## src/pwrg_pkg.sv

```systemverilog
// Package of constants and carrier types for the power register write guard.
package pwrg_pkg;

   // ----------------------------------------------------------------
   // Register bus geometry
   // ----------------------------------------------------------------
   localparam int ADDR_W = 8;
   localparam int DATA_W = 16;

   // ----------------------------------------------------------------
   // Register offsets
   // ----------------------------------------------------------------
   localparam logic [7:0] OFS_WRITE_PROTECT_CONTROL     = 8'h00;
   localparam logic [7:0] OFS_OPERATING_POWER_CONTROL   = 8'h04;
   localparam logic [7:0] OFS_SUB_POWER_CONTROL         = 8'h08;
   localparam logic [7:0] OFS_SLEEP_RETURN_CLOCK_SELECT = 8'h0C;
   localparam logic [7:0] OFS_GUARD_STATUS              = 8'h10;
   localparam logic [7:0] OFS_GROUP_WRITE_REQUEST       = 8'h14;

   // ----------------------------------------------------------------
   // Field positions
   // ----------------------------------------------------------------
   localparam int POS_CLOCK_GROUP_UNLOCK      = 0;
   localparam int POS_SYSTEM_GROUP_UNLOCK     = 1;
   localparam int POS_LOW_POWER_TIMER_UNLOCK  = 2;
   localparam int POS_VOLTAGE_DETECT_UNLOCK   = 3;
   localparam int NUM_GROUPS                  = 4;
   localparam int POS_RETURN_CLOCK_SWITCH_EN  = 7;
   localparam int POS_STAT_BLOCKED            = 0;
   localparam int POS_STAT_ILLEGAL_MODE       = 1;
   localparam int POS_STAT_ILLEGAL_CLOCK      = 2;
   localparam int POS_STAT_MODE               = 4;
   localparam int POS_STAT_CLOCK              = 8;

   // ----------------------------------------------------------------
   // Group identifiers for external protected registers
   // ----------------------------------------------------------------
   localparam logic [1:0] GRP_CLOCK   = 2'h0;
   localparam logic [1:0] GRP_SYSTEM  = 2'h1;
   localparam logic [1:0] GRP_LPTIMER = 2'h2;
   localparam logic [1:0] GRP_VDETECT = 2'h3;

   // ----------------------------------------------------------------
   // Field encodings and reset values
   // ----------------------------------------------------------------
   localparam logic [2:0] MODE_HIGH_SPEED   = 3'h0;
   localparam logic [2:0] MODE_MIDDLE_1A    = 3'h2;
   localparam logic [2:0] MODE_MIDDLE_1B    = 3'h3;
   localparam logic [2:0] MODE_LOW_SPEED_1  = 3'h6;
   localparam logic [2:0] MODE_LOW_SPEED_2  = 3'h7;
   localparam logic [2:0] CLK_SLOW_INTERNAL = 3'h0;
   localparam logic [2:0] CLK_FAST_INTERNAL = 3'h1;
   localparam logic [2:0] CLK_MAIN_OSC      = 3'h2;

   localparam logic [3:0] RST_UNLOCK        = 4'h0;
   localparam logic [2:0] RST_MODE          = 3'h0;
   localparam logic [2:0] RST_ALT_MODE      = 3'h2;
   localparam logic       RST_SUB_POWER     = 1'b0;
   localparam logic [2:0] RST_CLOCK_SRC     = 3'h0;
   localparam logic       RST_CLOCK_SWITCH  = 1'b0;

   // ----------------------------------------------------------------
   // Carrier types
   // ----------------------------------------------------------------
   typedef struct packed {
      logic [ADDR_W-1:0] addr;
      logic [DATA_W-1:0] wdata;
      logic              wr;
      logic              rd;
   } pwrg_req_t;

   typedef struct packed {
      logic high_speed;
      logic middle_1a;
      logic middle_1b;
      logic low_speed_1;
      logic low_speed_2;
      logic illegal;
   } pwrg_mode_t;

   typedef struct packed {
      logic slow_internal;
      logic fast_internal;
      logic main_osc;
      logic illegal;
   } pwrg_clk_t;

endpackage

```

## src/pwrg_guard.sv

```systemverilog
// Write-protect gate and protected low-power settings for the power control block.
`timescale 1ns/1ps

module pwrg_guard
   import pwrg_pkg::*;
(
   input  wire logic              core_clk,
   input  wire logic              rst_n,
   input  wire logic              clk_en,
   input  wire logic              alt_variant,
   input  wire pwrg_req_t         req,
   output logic [DATA_W-1:0]      rdata,
   output logic [NUM_GROUPS-1:0]  group_write_enable,
   output logic                   group_write_strobe,
   output logic [1:0]             group_write_id,
   output logic [DATA_W-1:0]      group_write_data,
   output pwrg_mode_t             power_mode,
   output pwrg_clk_t              return_clock,
   output logic                   return_clock_switch_enable,
   output logic                   sub_power_control
);

   // ----------------------------------------------------------------
   // Functions
   // ----------------------------------------------------------------
   function automatic pwrg_mode_t decode_mode(input logic [2:0] code, input logic alt);
      pwrg_mode_t m;
      m = '0;
      if (alt) begin
         m.middle_1a   = (code == MODE_MIDDLE_1A);
         m.middle_1b   = (code == MODE_MIDDLE_1B);
         m.low_speed_1 = (code == MODE_LOW_SPEED_1);
         m.low_speed_2 = (code == MODE_LOW_SPEED_2);
      end else begin
         m.high_speed  = (code == MODE_HIGH_SPEED);
         m.middle_1a   = (code == MODE_MIDDLE_1A);
      end
      m.illegal = ~(m.high_speed | m.middle_1a | m.middle_1b | m.low_speed_1 | m.low_speed_2);
      return m;
   endfunction

   function automatic pwrg_clk_t decode_clock(input logic [2:0] code);
      pwrg_clk_t c;
      c = '0;
      c.slow_internal = (code == CLK_SLOW_INTERNAL);
      c.fast_internal = (code == CLK_FAST_INTERNAL);
      c.main_osc      = (code == CLK_MAIN_OSC);
      c.illegal       = ~(c.slow_internal | c.fast_internal | c.main_osc);
      return c;
   endfunction

   // ----------------------------------------------------------------
   // State
   // ----------------------------------------------------------------
   logic [NUM_GROUPS-1:0] unlock_r;
   logic [NUM_GROUPS-1:0] unlock_nxt;
   logic [2:0]            mode_code_r;
   logic [2:0]            mode_code_nxt;
   logic                  sub_power_r;
   logic                  sub_power_nxt;
   logic [2:0]            clock_code_r;
   logic [2:0]            clock_code_nxt;
   logic                  clock_switch_r;
   logic                  clock_switch_nxt;
   logic                  blocked_r;
   logic                  blocked_nxt;
   logic                  alt_seen_r;
   logic                  alt_seen_nxt;
   logic [DATA_W-1:0]     rdata_r;
   logic [DATA_W-1:0]     rdata_nxt;
   logic                  gw_strobe_r;
   logic                  gw_strobe_nxt;
   logic [1:0]            gw_id_r;
   logic [1:0]            gw_id_nxt;
   logic [DATA_W-1:0]     gw_data_r;
   logic [DATA_W-1:0]     gw_data_nxt;
   pwrg_mode_t            mode_dec_r;
   pwrg_mode_t            mode_dec_nxt;
   pwrg_clk_t             clock_dec_r;
   pwrg_clk_t             clock_dec_nxt;

   logic                  sys_open;
   logic                  wr_opc;
   logic                  wr_sub;
   logic                  wr_rck;
   logic                  wr_grp;
   logic                  grp_open;
   logic                  blocked_event;
   logic [1:0]            req_group;

   // ----------------------------------------------------------------
   // Write decode and protection gate
   // ----------------------------------------------------------------
   assign sys_open  = unlock_r[POS_SYSTEM_GROUP_UNLOCK];
   assign req_group = req.wdata[DATA_W-1:DATA_W-2];
   assign grp_open  = unlock_r[req_group];

   always_comb begin
      wr_opc = 1'b0;
      wr_sub = 1'b0;
      wr_rck = 1'b0;
      wr_grp = 1'b0;
      if (req.wr && req.addr == OFS_OPERATING_POWER_CONTROL) begin
         wr_opc = 1'b1;
      end else if (req.wr && req.addr == OFS_SUB_POWER_CONTROL) begin
         wr_sub = 1'b1;
      end else if (req.wr && req.addr == OFS_SLEEP_RETURN_CLOCK_SELECT) begin
         wr_rck = 1'b1;
      end else if (req.wr && req.addr == OFS_GROUP_WRITE_REQUEST) begin
         wr_grp = 1'b1;
      end
   end

   // A write aimed at a locked group counts as blocked; the status flag tells software why nothing changed.
   assign blocked_event = ((wr_opc | wr_sub | wr_rck) & ~sys_open) | (wr_grp & ~grp_open);

   // ----------------------------------------------------------------
   // Register next values
   // ----------------------------------------------------------------
   always_comb begin
      unlock_nxt       = unlock_r;
      mode_code_nxt    = mode_code_r;
      sub_power_nxt    = sub_power_r;
      clock_code_nxt   = clock_code_r;
      clock_switch_nxt = clock_switch_r;
      blocked_nxt      = blocked_r;
      alt_seen_nxt     = alt_variant;
      gw_strobe_nxt    = 1'b0;
      gw_id_nxt        = gw_id_r;
      gw_data_nxt      = gw_data_r;
      if (req.wr && req.addr == OFS_WRITE_PROTECT_CONTROL) begin
         unlock_nxt = req.wdata[NUM_GROUPS-1:0];
      end
      if (wr_opc && sys_open) begin
         mode_code_nxt = req.wdata[2:0];
      end
      if (wr_sub && sys_open) begin
         sub_power_nxt = req.wdata[0];
      end
      if (wr_rck && sys_open) begin
         clock_code_nxt   = req.wdata[2:0];
         clock_switch_nxt = req.wdata[POS_RETURN_CLOCK_SWITCH_EN];
      end
      if (wr_grp && grp_open) begin
         gw_strobe_nxt = 1'b1;
         gw_id_nxt     = req_group;
         gw_data_nxt   = {2'h0, req.wdata[DATA_W-3:0]};
      end
      // Clearing the flag and a new blocked write in the same cycle leaves it set.
      if (req.wr && req.addr == OFS_GUARD_STATUS && req.wdata[POS_STAT_BLOCKED]) begin
         blocked_nxt = 1'b0;
      end
      if (blocked_event) begin
         blocked_nxt = 1'b1;
      end
      mode_dec_nxt  = decode_mode(mode_code_nxt, alt_seen_r);
      clock_dec_nxt = decode_clock(clock_code_nxt);
   end

   // ----------------------------------------------------------------
   // Read data, valid only in the cycle after the read strobe
   // ----------------------------------------------------------------
   always_comb begin
      rdata_nxt = '0;
      if (req.rd) begin
         if (req.addr == OFS_WRITE_PROTECT_CONTROL) begin
            rdata_nxt[NUM_GROUPS-1:0] = unlock_r;
         end else if (req.addr == OFS_OPERATING_POWER_CONTROL) begin
            rdata_nxt[2:0] = mode_code_r;
         end else if (req.addr == OFS_SUB_POWER_CONTROL) begin
            rdata_nxt[0] = sub_power_r;
         end else if (req.addr == OFS_SLEEP_RETURN_CLOCK_SELECT) begin
            rdata_nxt[2:0]                       = clock_code_r;
            rdata_nxt[POS_RETURN_CLOCK_SWITCH_EN] = clock_switch_r;
         end else if (req.addr == OFS_GUARD_STATUS) begin
            rdata_nxt[POS_STAT_BLOCKED]       = blocked_r;
            rdata_nxt[POS_STAT_ILLEGAL_MODE]  = mode_dec_r.illegal;
            // Flags a forbidden return clock only while the switch is armed; return_clock then shows no source, only its illegal bit.
            rdata_nxt[POS_STAT_ILLEGAL_CLOCK] = clock_dec_r.illegal & clock_switch_r;
            rdata_nxt[POS_STAT_MODE +: 3]     = mode_code_r;
            rdata_nxt[POS_STAT_CLOCK +: 3]    = clock_code_r;
         end
      end
   end

   // ----------------------------------------------------------------
   // Registers
   // ----------------------------------------------------------------
   always_ff @(posedge core_clk or negedge rst_n) begin
      if (!rst_n) begin
         unlock_r       <= RST_UNLOCK;
         mode_code_r    <= RST_MODE;
         sub_power_r    <= RST_SUB_POWER;
         clock_code_r   <= RST_CLOCK_SRC;
         clock_switch_r <= RST_CLOCK_SWITCH;
         blocked_r      <= 1'b0;
         alt_seen_r     <= 1'b0;
         rdata_r        <= '0;
         gw_strobe_r    <= 1'b0;
         gw_id_r        <= GRP_CLOCK;
         gw_data_r      <= '0;
         mode_dec_r     <= '0;
         clock_dec_r    <= '0;
      end else if (clk_en) begin
         unlock_r       <= unlock_nxt;
         mode_code_r    <= mode_code_nxt;
         sub_power_r    <= sub_power_nxt;
         clock_code_r   <= clock_code_nxt;
         clock_switch_r <= clock_switch_nxt;
         blocked_r      <= blocked_nxt;
         alt_seen_r     <= alt_seen_nxt;
         rdata_r        <= rdata_nxt;
         gw_strobe_r    <= gw_strobe_nxt;
         gw_id_r        <= gw_id_nxt;
         gw_data_r      <= gw_data_nxt;
         mode_dec_r     <= mode_dec_nxt;
         clock_dec_r    <= clock_dec_nxt;
      end
   end

   // ----------------------------------------------------------------
   // Outputs
   // ----------------------------------------------------------------
   assign rdata                      = rdata_r;
   assign group_write_enable         = unlock_r;
   assign group_write_strobe         = gw_strobe_r;
   assign group_write_id             = gw_id_r;
   assign group_write_data           = gw_data_r;
   assign power_mode                 = mode_dec_r;
   assign return_clock               = clock_dec_r;
   assign return_clock_switch_enable = clock_switch_r;
   assign sub_power_control          = sub_power_r;

endmodule

```

## config.mk

```make
export PLATFORM = sky130hd
export DESIGN_NAME = pwrg_guard
export DESIGN_NICKNAME = d
export VERILOG_FILES = /design/src/pwrg_pkg.sv /design/src/pwrg_guard.sv
export SDC_FILE = /design/constraint.sdc
export NUM_CORES = 1
export LEC_CHECK = 0
export BUFFER_PORTS_ARGS = -buffer_cell sky130_fd_sc_hd__buf_2
export CAP_MARGIN = 40
export CORE_AREA = 2 2 71 73
export CTS_CLUSTER_SIZE = 40
export DETAILED_ROUTE_END_ITERATION = 12
export DIE_AREA = 0 0 73 75
export PLACE_DENSITY = 0.81
export SYNTH_ARGS = -nofsm -noshare
export SYNTH_HDL_FRONTEND = slang
export SYNTH_SLANG_ARGS = --single-unit
```

## constraint.sdc

```tcl
create_clock -name core_clk -period 3.9 [get_ports core_clk]
set_clock_uncertainty 0.05 [all_clocks]
set_input_delay 0.39 -clock core_clk [delete_from_list [all_inputs] [get_ports core_clk]]
set_output_delay 0.39 -clock core_clk [all_outputs]
set_load 0.02 [all_outputs]
```

==> results of run 1 <==
per-layer routing:
layer  vias up  global-route usage [%]  wire length, µm
met5         -                       0                0
met4         0                   9.877              116
met3         8                   3.748              342
met2        81                   34.13             2781
met1       991                   30.71             2510
li1        960                       -                -
flip-flops by register name, indices dropped and copies added (netlist names), 2 cells and up:
| name | cells |
|---|---|
| clock_code_r | 3 |
| rdata | 11 |
| group_write_data | 14 |
| return_clock | 4 |
| mode_code_r | 3 |
| group_write_enable | 4 |
| group_write_id | 2 |
| power_mode | 6 |
through the flow:
| step | power [W] | hold WS (ns) | cells | utilization [%] |
|---|---|---|---|---|
| 2_1_floorplan | 0.0006172 | 0.04441 | 228 | - |
| 3_3_place_gp | 0.0006554 | 0.4222 | 337 | 60.81 |
| 3_5_place_dp | 0.0006595 | 0.3442 | 338 | 61.23 |
| 4_1_cts | 0.0009679 | 0.2475 | 347 | 63.44 |
| 5_1_grt | 0.0009997 | 0.2391 | 347 | 63.44 |
| 6_report | 0.0009594 | 0.2499 | 347 | 63.44 |
layout make-up:
| cell class | instances | area, µm² |
|---|---|---|
| timing repair buffer | 75 | 395.4 |
| clock inverter | 3 | 23.77 |
| fill | 383 | 1704 |
| tap | 54 | 67.56 |
| inverter | 11 | 41.29 |
| clock buffer | 5 | 68.82 |
| sequential | 52 | 1301 |
| multi-input combinational | 147 | 1059 |
synth_stat cells (all sizes together), types with 2 or more instances:
cell | count | share of area (%)
a221o | 3 | 1.2
clkbuf | 8 | 1.2
nor4b | 2 | 0.71
nor3 | 10 | 2.0
o211ai | 3 | 0.91
nor4 | 3 | 0.76
mux2 | 25 | 11
o221ai | 2 | 0.71
or4 | 4 | 1.2
nand2b | 3 | 0.76
and2 | 4 | 1.0
nand4 | 8 | 2.0
o21ai | 9 | 1.8
a2111oi | 2 | 0.96
mux2i | 2 | 0.81
o2bb2ai | 9 | 3.2
or3 | 2 | 0.51
dfrtp | 52 | 53
buf | 10 | 2.7
a211o | 2 | 0.71
nand3 | 8 | 1.6
nand2 | 10 | 1.5
and3 | 3 | 0.76
inv | 11 | 1.7
a21oi | 2 | 0.40
nor2 | 11 | 1.7
power groups by stage:
stage,sequential (W),clock [W],combinational (W)
2_1_floorplan,0.000570,0,0.0000474
3_3_place_gp,0.000565,0,0.0000907
3_5_place_dp,0.000565,0,0.0000949
4_1_cts,0.000554,0.000318,0.0000956
5_1_grt,0.000556,0.000339,0.000105
6_report,0.000554,0.000310,0.0000949
path summary, 6_finish.rpt:
check                                      start                    end  slack, ns  cells after the start
setup / recovery           group_write_enable[1]    group_write_data[5]       1.71                      3
hold / removal                       alt_variant             alt_seen_r       0.25                      2
setup reg to reg           group_write_enable[1]    group_write_data[5]       1.71                      3
hold reg to reg                         rdata[9]               rdata[9]       0.44                      1
max in group asynchronous                  rst_n  group_write_enable[0]       2.73                      3
min in group asynchronous                  rst_n               rdata[9]       0.53                      2
layout by cell type, fill, tap and decap left out, types with 2 or more instances in the layout:
cell / Yosys / layout
sky130_fd_sc_hd__or4_1: 4 / 4
sky130_fd_sc_hd__nand2b_1: 3 / 3
sky130_fd_sc_hd__inv_1: 11 / 11
sky130_fd_sc_hd__dfrtp_1: 52 / 52
sky130_fd_sc_hd__nor4b_1: 2 / 2
sky130_fd_sc_hd__a21oi_1: 2 / 2
sky130_fd_sc_hd__mux2i_1: 2 / 2
sky130_fd_sc_hd__a221o_1: 3 / 3
sky130_fd_sc_hd__nor3_1: 10 / 10
sky130_fd_sc_hd__a211o_1: 2 / 2
sky130_fd_sc_hd__nand3_1: 8 / 8
sky130_fd_sc_hd__clkbuf_8: 0 / 5
sky130_fd_sc_hd__or3_1: 2 / 2
sky130_fd_sc_hd__o211ai_1: 3 / 3
sky130_fd_sc_hd__and3_1: 3 / 3
sky130_fd_sc_hd__nor2_1: 11 / 11
sky130_fd_sc_hd__o221ai_1: 2 / 2
sky130_fd_sc_hd__o21ai_0: 9 / 9
sky130_fd_sc_hd__conb_1: 1 / 7
sky130_fd_sc_hd__nand2_1: 10 / 10
sky130_fd_sc_hd__nor4_1: 3 / 3
sky130_fd_sc_hd__o2bb2ai_1: 9 / 9
sky130_fd_sc_hd__buf_2: 2 / 73
sky130_fd_sc_hd__clkinvlp_4: 0 / 2
sky130_fd_sc_hd__nand4_1: 8 / 8
sky130_fd_sc_hd__mux2_2: 25 / 25
sky130_fd_sc_hd__and2_1: 4 / 4
worst max-delay path, stage by stage (launching register included):
cell,delay [ns]
sky130_fd_sc_hd__dfrtp_1,0.46
sky130_fd_sc_hd__mux4_2,0.50
sky130_fd_sc_hd__nand3_1,0.64
sky130_fd_sc_hd__mux2_2,0.42
logic make-up (layout without fill, tap and decap cells):
kind of cell           after synthesis  after routing
AOI/OAI and AO/OA                   41             41
buffers and inverters               29             94
other                                1              7
DFF                                 52             52
and+or+nand+nor                     71             71
muxes                               28             28
timing repair:
item | CTS | global route
hold endpoints to repair | 5 | 0
hold buffers | 1 | 0
setup buffers | 0 | 0
==> flow_metrics.env, run 1 <==
export IMPL_status="completed"
export IMPL_timing_hold_worst_class="input port to register"
export IMPL_crit_arrival_ns=2.35
export IMPL_number_of_enable_type_register_cells_in_the_synthesized_netlist=0
export IMPL_finalCriticalPeriod_ns=2.193
export IMPL_grt_max_degree=32
export IMPL_relSlewSlack_pct=44.42
export IMPL_clkLatencyLatePin_ns=0.31
export IMPL_post_synth_inst_count=222
export IMPL_power_density_nw_per_um2=324.5
export IMPL_antenna_left=0
export IMPL_cts_root_to_sink_buffers=2
export IMPL_report_final_setup_viol=0
export IMPL_post_synth_and_or_nand_nor_area_fraction_pct=15.62
export IMPL_syn2layout_area_growth_pct=19.46
export IMPL_postLayoutSetupSlackWorst_ns=1.707
export IMPL_core_box_area_um2=4661
export IMPL_avgViaCountPerCell=5.879
export IMPL_post_route_drc_count=0
export IMPL_placementRows=25
export IMPL_critPathMaxFanout=17
export IMPL_vias=2040
export IMPL_synth_top_family_by_area="simple AND/OR/NAND/NOR gates"
export IMPL_max_freq_mhz=456.0
export IMPL_p_sw_share_pct=26.45
export IMPL_fin_setup_tns_ns=0
export IMPL_grt_pass1_wl_um=9114
export IMPL_postSynthAreaPerCell_um2=11.15
export IMPL_grt_usage_pct=22.05
export IMPL_timing_critical_path_required_ns=4.05
export IMPL_fp_dieH_um=75
export IMPL_clkPwrFrac_pct=32.3
export IMPL_timing_final_crit_share_pct=56.23
export IMPL_async_flop_share_pct=100.0
export IMPL_yosysWarnings=0
export IMPL_cts_root_buffer="sky130_fd_sc_hd__clkbuf_8"
export IMPL_tritoncts_buffers=5
export IMPL_seq_total_area_yosys_pct=52.58
export IMPL_clk_transition_reported_paths_ns=0.09
export IMPL_final_area_um2=2957
export IMPL_power_switching_w=0.0002538
export IMPL_static_power_due_to_leakage_nw=1.527
export IMPL_post_dp_hpwl_um=4291
export IMPL_yosys_area_share_adder_pct=0
export IMPL_h_tree_depth=2
export IMPL_dp_slack_ns=1.391
export IMPL_critPathKind="register to register"
export IMPL_first_global_vias=1867
export IMPL_initial_core_utilization_pct=53.10
export IMPL_critPathLaunchType="register"
export IMPL_worst_slew_pin_transition_ns=0.8314
export IMPL_power_share_combinational_pct=9.9
export IMPL_io_pins=81
export IMPL_gp_routability_congestion=0.8576
export IMPL_tritoncts="done"
export IMPL_synth_compound_gate_area_share_pct=12.99
export IMPL_n_antenna_cell=0
export IMPL_worst_ir_drop_vdd_v=0.0001606
export IMPL_slew_viol_final=0
export IMPL_synth_mux_area_share_pct=13.09
export IMPL_detailedRoute_firstPassIterationCount=4
export IMPL_globalRouteOverflowTotal=0
export IMPL_ys_ff_latch=52
export IMPL_grt_antenna_before_repair=0
export IMPL_die_width_um=73
export IMPL_wl_um=5750
export IMPL_finalNetCount=322
export IMPL_internal_pwr_total_w=0.0007057
export IMPL_postSynth_topFlopCell="sky130_fd_sc_hd__dfrtp_1"
export IMPL_synth_area_um2=2475
export IMPL_critPathCaptureType="register"
export IMPL_port_buffer_count=73
export IMPL_grt_setup_unrepaired="false"
export IMPL_cts_sink_count=52
export IMPL_cap_viol_max_count=0
export IMPL_post_synth_num_cell_types=43
export IMPL_power_frac_seq_pct=57.8
export IMPL_placedInstanceArea_um2=2854
export IMPL_share_of_the_synthesized_netlist_area_taken_by_xor_and_xnor_gates_pct=0
export IMPL_post_cts_resized=0
export IMPL_dr_first_iter_drc_count=161
export IMPL_layout_drive_gt1_share_pct=37.20
export IMPL_drt_wirelength_per_cell_um=16.57
export IMPL_die_area_um2=5475
export IMPL_number_of_hold_violations_in_the_final_report=0
Note: power is estimated with default switching activity, not from simulation.
==> run 2, diff against run 1 <==
--- a/config.mk
+++ b/config.mk
@@ -7,11 +7,11 @@
 export LEC_CHECK = 0
 export BUFFER_PORTS_ARGS = -buffer_cell sky130_fd_sc_hd__buf_2
 export CAP_MARGIN = 40
-export CORE_AREA = 2 2 71 73
+export CORE_AREA = 2 2 78 80
 export CTS_CLUSTER_SIZE = 40
 export DETAILED_ROUTE_END_ITERATION = 12
-export DIE_AREA = 0 0 73 75
-export PLACE_DENSITY = 0.81
+export DIE_AREA = 0 0 80 82
+export PLACE_DENSITY = 0.71
 export SYNTH_ARGS = -nofsm -noshare
 export SYNTH_HDL_FRONTEND = slang
 export SYNTH_SLANG_ARGS = --single-unit
==> constraint.sdc (replaced) <==
create_clock -name core_clk -period 1.8 [get_ports core_clk]
set_clock_uncertainty 0.05 [all_clocks]
set_input_delay 0.18 -clock core_clk [delete_from_list [all_inputs] [get_ports core_clk]]
set_output_delay 0.18 -clock core_clk [all_outputs]
set_load 0.02 [all_outputs]
==> flow_metrics.env, run 2 (synthesized netlist as in run 1, its figures left out) <==
export IMPL_cts_root_buffer="sky130_fd_sc_hd__clkbuf_8"
export IMPL_critPathMaxFanout=17
export IMPL_placementRows=28
export IMPL_antenna_left=0
export IMPL_power_density_nw_per_um2=666.2
export IMPL_grt_setup_unrepaired="false"
export IMPL_initial_core_utilization_pct=43.07
export IMPL_largest_reg_flops=14
export IMPL_timing_hold_worst_class="input port to register"
export IMPL_critPathKind="register to register"
export IMPL_layout_core_utilization_pct=55.25
export IMPL_wl_um=6255
export IMPL_detailedRoute_firstPassIterationCount=4
export IMPL_static_power_due_to_leakage_nw=1.643
export IMPL_cap_viol_max_count=0
export IMPL_mostFrequentLayoutCell="sky130_fd_sc_hd__buf_2"
export IMPL_critPathCaptureType="register"
export IMPL_fin_setup_tns_ns=0
export IMPL_dr_first_iter_drc_count=109
export IMPL_core_box_area_um2=5746
export IMPL_clkLatencyLatePin_ns=0.30
export IMPL_status="completed"
export IMPL_most_common_layout_cells="73 x sky130_fd_sc_hd__buf_2, 51 x sky130_fd_sc_hd__dfrtp_1, 25 x sky130_fd_sc_hd__mux2_2"
export IMPL_post_route_drc_count=0
export IMPL_max_freq_mhz=577.4
export IMPL_power_share_combinational_pct=11.2
export IMPL_number_of_hold_violations_in_the_final_report=0
export IMPL_worst_ir_drop_vdd_v=0.0003883
export IMPL_drt_wirelength_per_cell_um=16.00
export IMPL_finalNetCount=345
export IMPL_first_global_vias=2009
export IMPL_grt_max_degree=26
export IMPL_clk_transition_reported_paths_ns=0.09
export IMPL_power_switching_w=0.0005275
export IMPL_tritoncts="done"
export IMPL_critPathLaunchType="register"
export IMPL_io_pins=81
export IMPL_tritoncts_buffers=5
export IMPL_grt_usage_pct=20.08
export IMPL_final_cells=391
export IMPL_timing_final_crit_share_pct=96.22
export IMPL_grt_antenna_before_repair=0
export IMPL_avgViaCountPerCell=5.465
export IMPL_p_sw_share_pct=24.95
export IMPL_die_width_um=80
export IMPL_grt_pass1_wl_um=10140
export IMPL_total_power_w=0.002115
export IMPL_post_dp_hpwl_um=4879
export IMPL_internal_pwr_total_w=0.001587
export IMPL_port_buffer_count=73
export IMPL_place_inst=382
export IMPL_slew_viol_final=0
export IMPL_h_tree_depth=2
export IMPL_layout_drive_gt1_share_pct=42.41
export IMPL_vias=2137
export IMPL_crit_arrival_ns=1.87
export IMPL_power_frac_seq_pct=56.8
export IMPL_n_antenna_cell=0
export IMPL_gp_routability_congestion=0.9161
export IMPL_cts_root_to_sink_buffers=2
export IMPL_report_final_setup_viol=0
export IMPL_cts_sink_count=52
export IMPL_clkPwrFrac_pct=32.0
export IMPL_finalCriticalPeriod_ns=1.732
export IMPL_timing_critical_path_required_ns=1.94
export IMPL_fp_dieH_um=82
export IMPL_syn2layout_area_growth_pct=28.26
export IMPL_post_cts_setup_buffers=0
export IMPL_die_area_um2=6560
export IMPL_globalRouteOverflowTotal=0
-- run 2: power by group through the flow --
stage,Combinational [W],Sequential [W],Clock [W]
after global placement,0.000234,0.00122,0
after global routing,0.000263,0.00120,0.000747
after detailed placement,0.000238,0.00122,0
after floorplan,0.000104,0.00123,0
after CTS,0.000240,0.00120,0.000706
final,0.000238,0.00120,0.000676
-- run 2: area by class of cell --
class                   instances  area (µm²)
clock inverters                 1       7.507
clock buffers                   7       86.33
inverters                      11       41.29
flip-flops and latches         52        1303
fillers                       531        2571
multi-input cells             147        1075
repair buffers                 98       568.0
well taps                      75       93.84
-- run 2: final timing paths --
check	start	to	slack, ns	depth (start not counted)
max	group_write_enable[1]	group_write_id[1]	0.07	3
min	req[12]	group_write_data[10]	0.05	2
max reg2reg	group_write_enable[1]	group_write_id[1]	0.07	3
min reg2reg	rdata[10]	rdata[10]	0.44	1
max in group asynchronous	rst_n	group_write_enable[1]	0.89	3
min in group asynchronous	rst_n	return_clock[3]	0.31	2
-- run 2: routing by layer --
| layer | global-route usage, % | routed length, µm |
|---|---|---|
| met4 | 4.746 | 88 |
| met2 | 32.58 | 2960 |
| met5 | 0 | 0 |
| met1 | 27.48 | 2742 |
| met3 | 4.615 | 464 |
-- run 2: stage by stage --
step                instance area [µm²]  hold WS (ns)  setup WS [ns]
detailed placement                 3067        0.1105        -0.2259
global route                       3174       0.04518       0.005939
global placement                   3067        0.1131        -0.1971
floorplan                          2514       -0.1656       -0.03854
finish                             3174       0.05344        0.06809
CTS                                3171       0.04152        0.04267
-- run 2: worst max-delay path, stage by stage (launching register included) --
cell,delay [ns]
sky130_fd_sc_hd__dfrtp_2,0.44
sky130_fd_sc_hd__mux4_2,0.51
sky130_fd_sc_hd__nand3_4,0.24
sky130_fd_sc_hd__mux2_2,0.37
-- run 2: repair_timing --
item,in CTS,in global routing
hold buffers,1,0
resized for setup,0,1
endpoints found under the hold margin,19,0
endpoints found under the setup margin,0,1
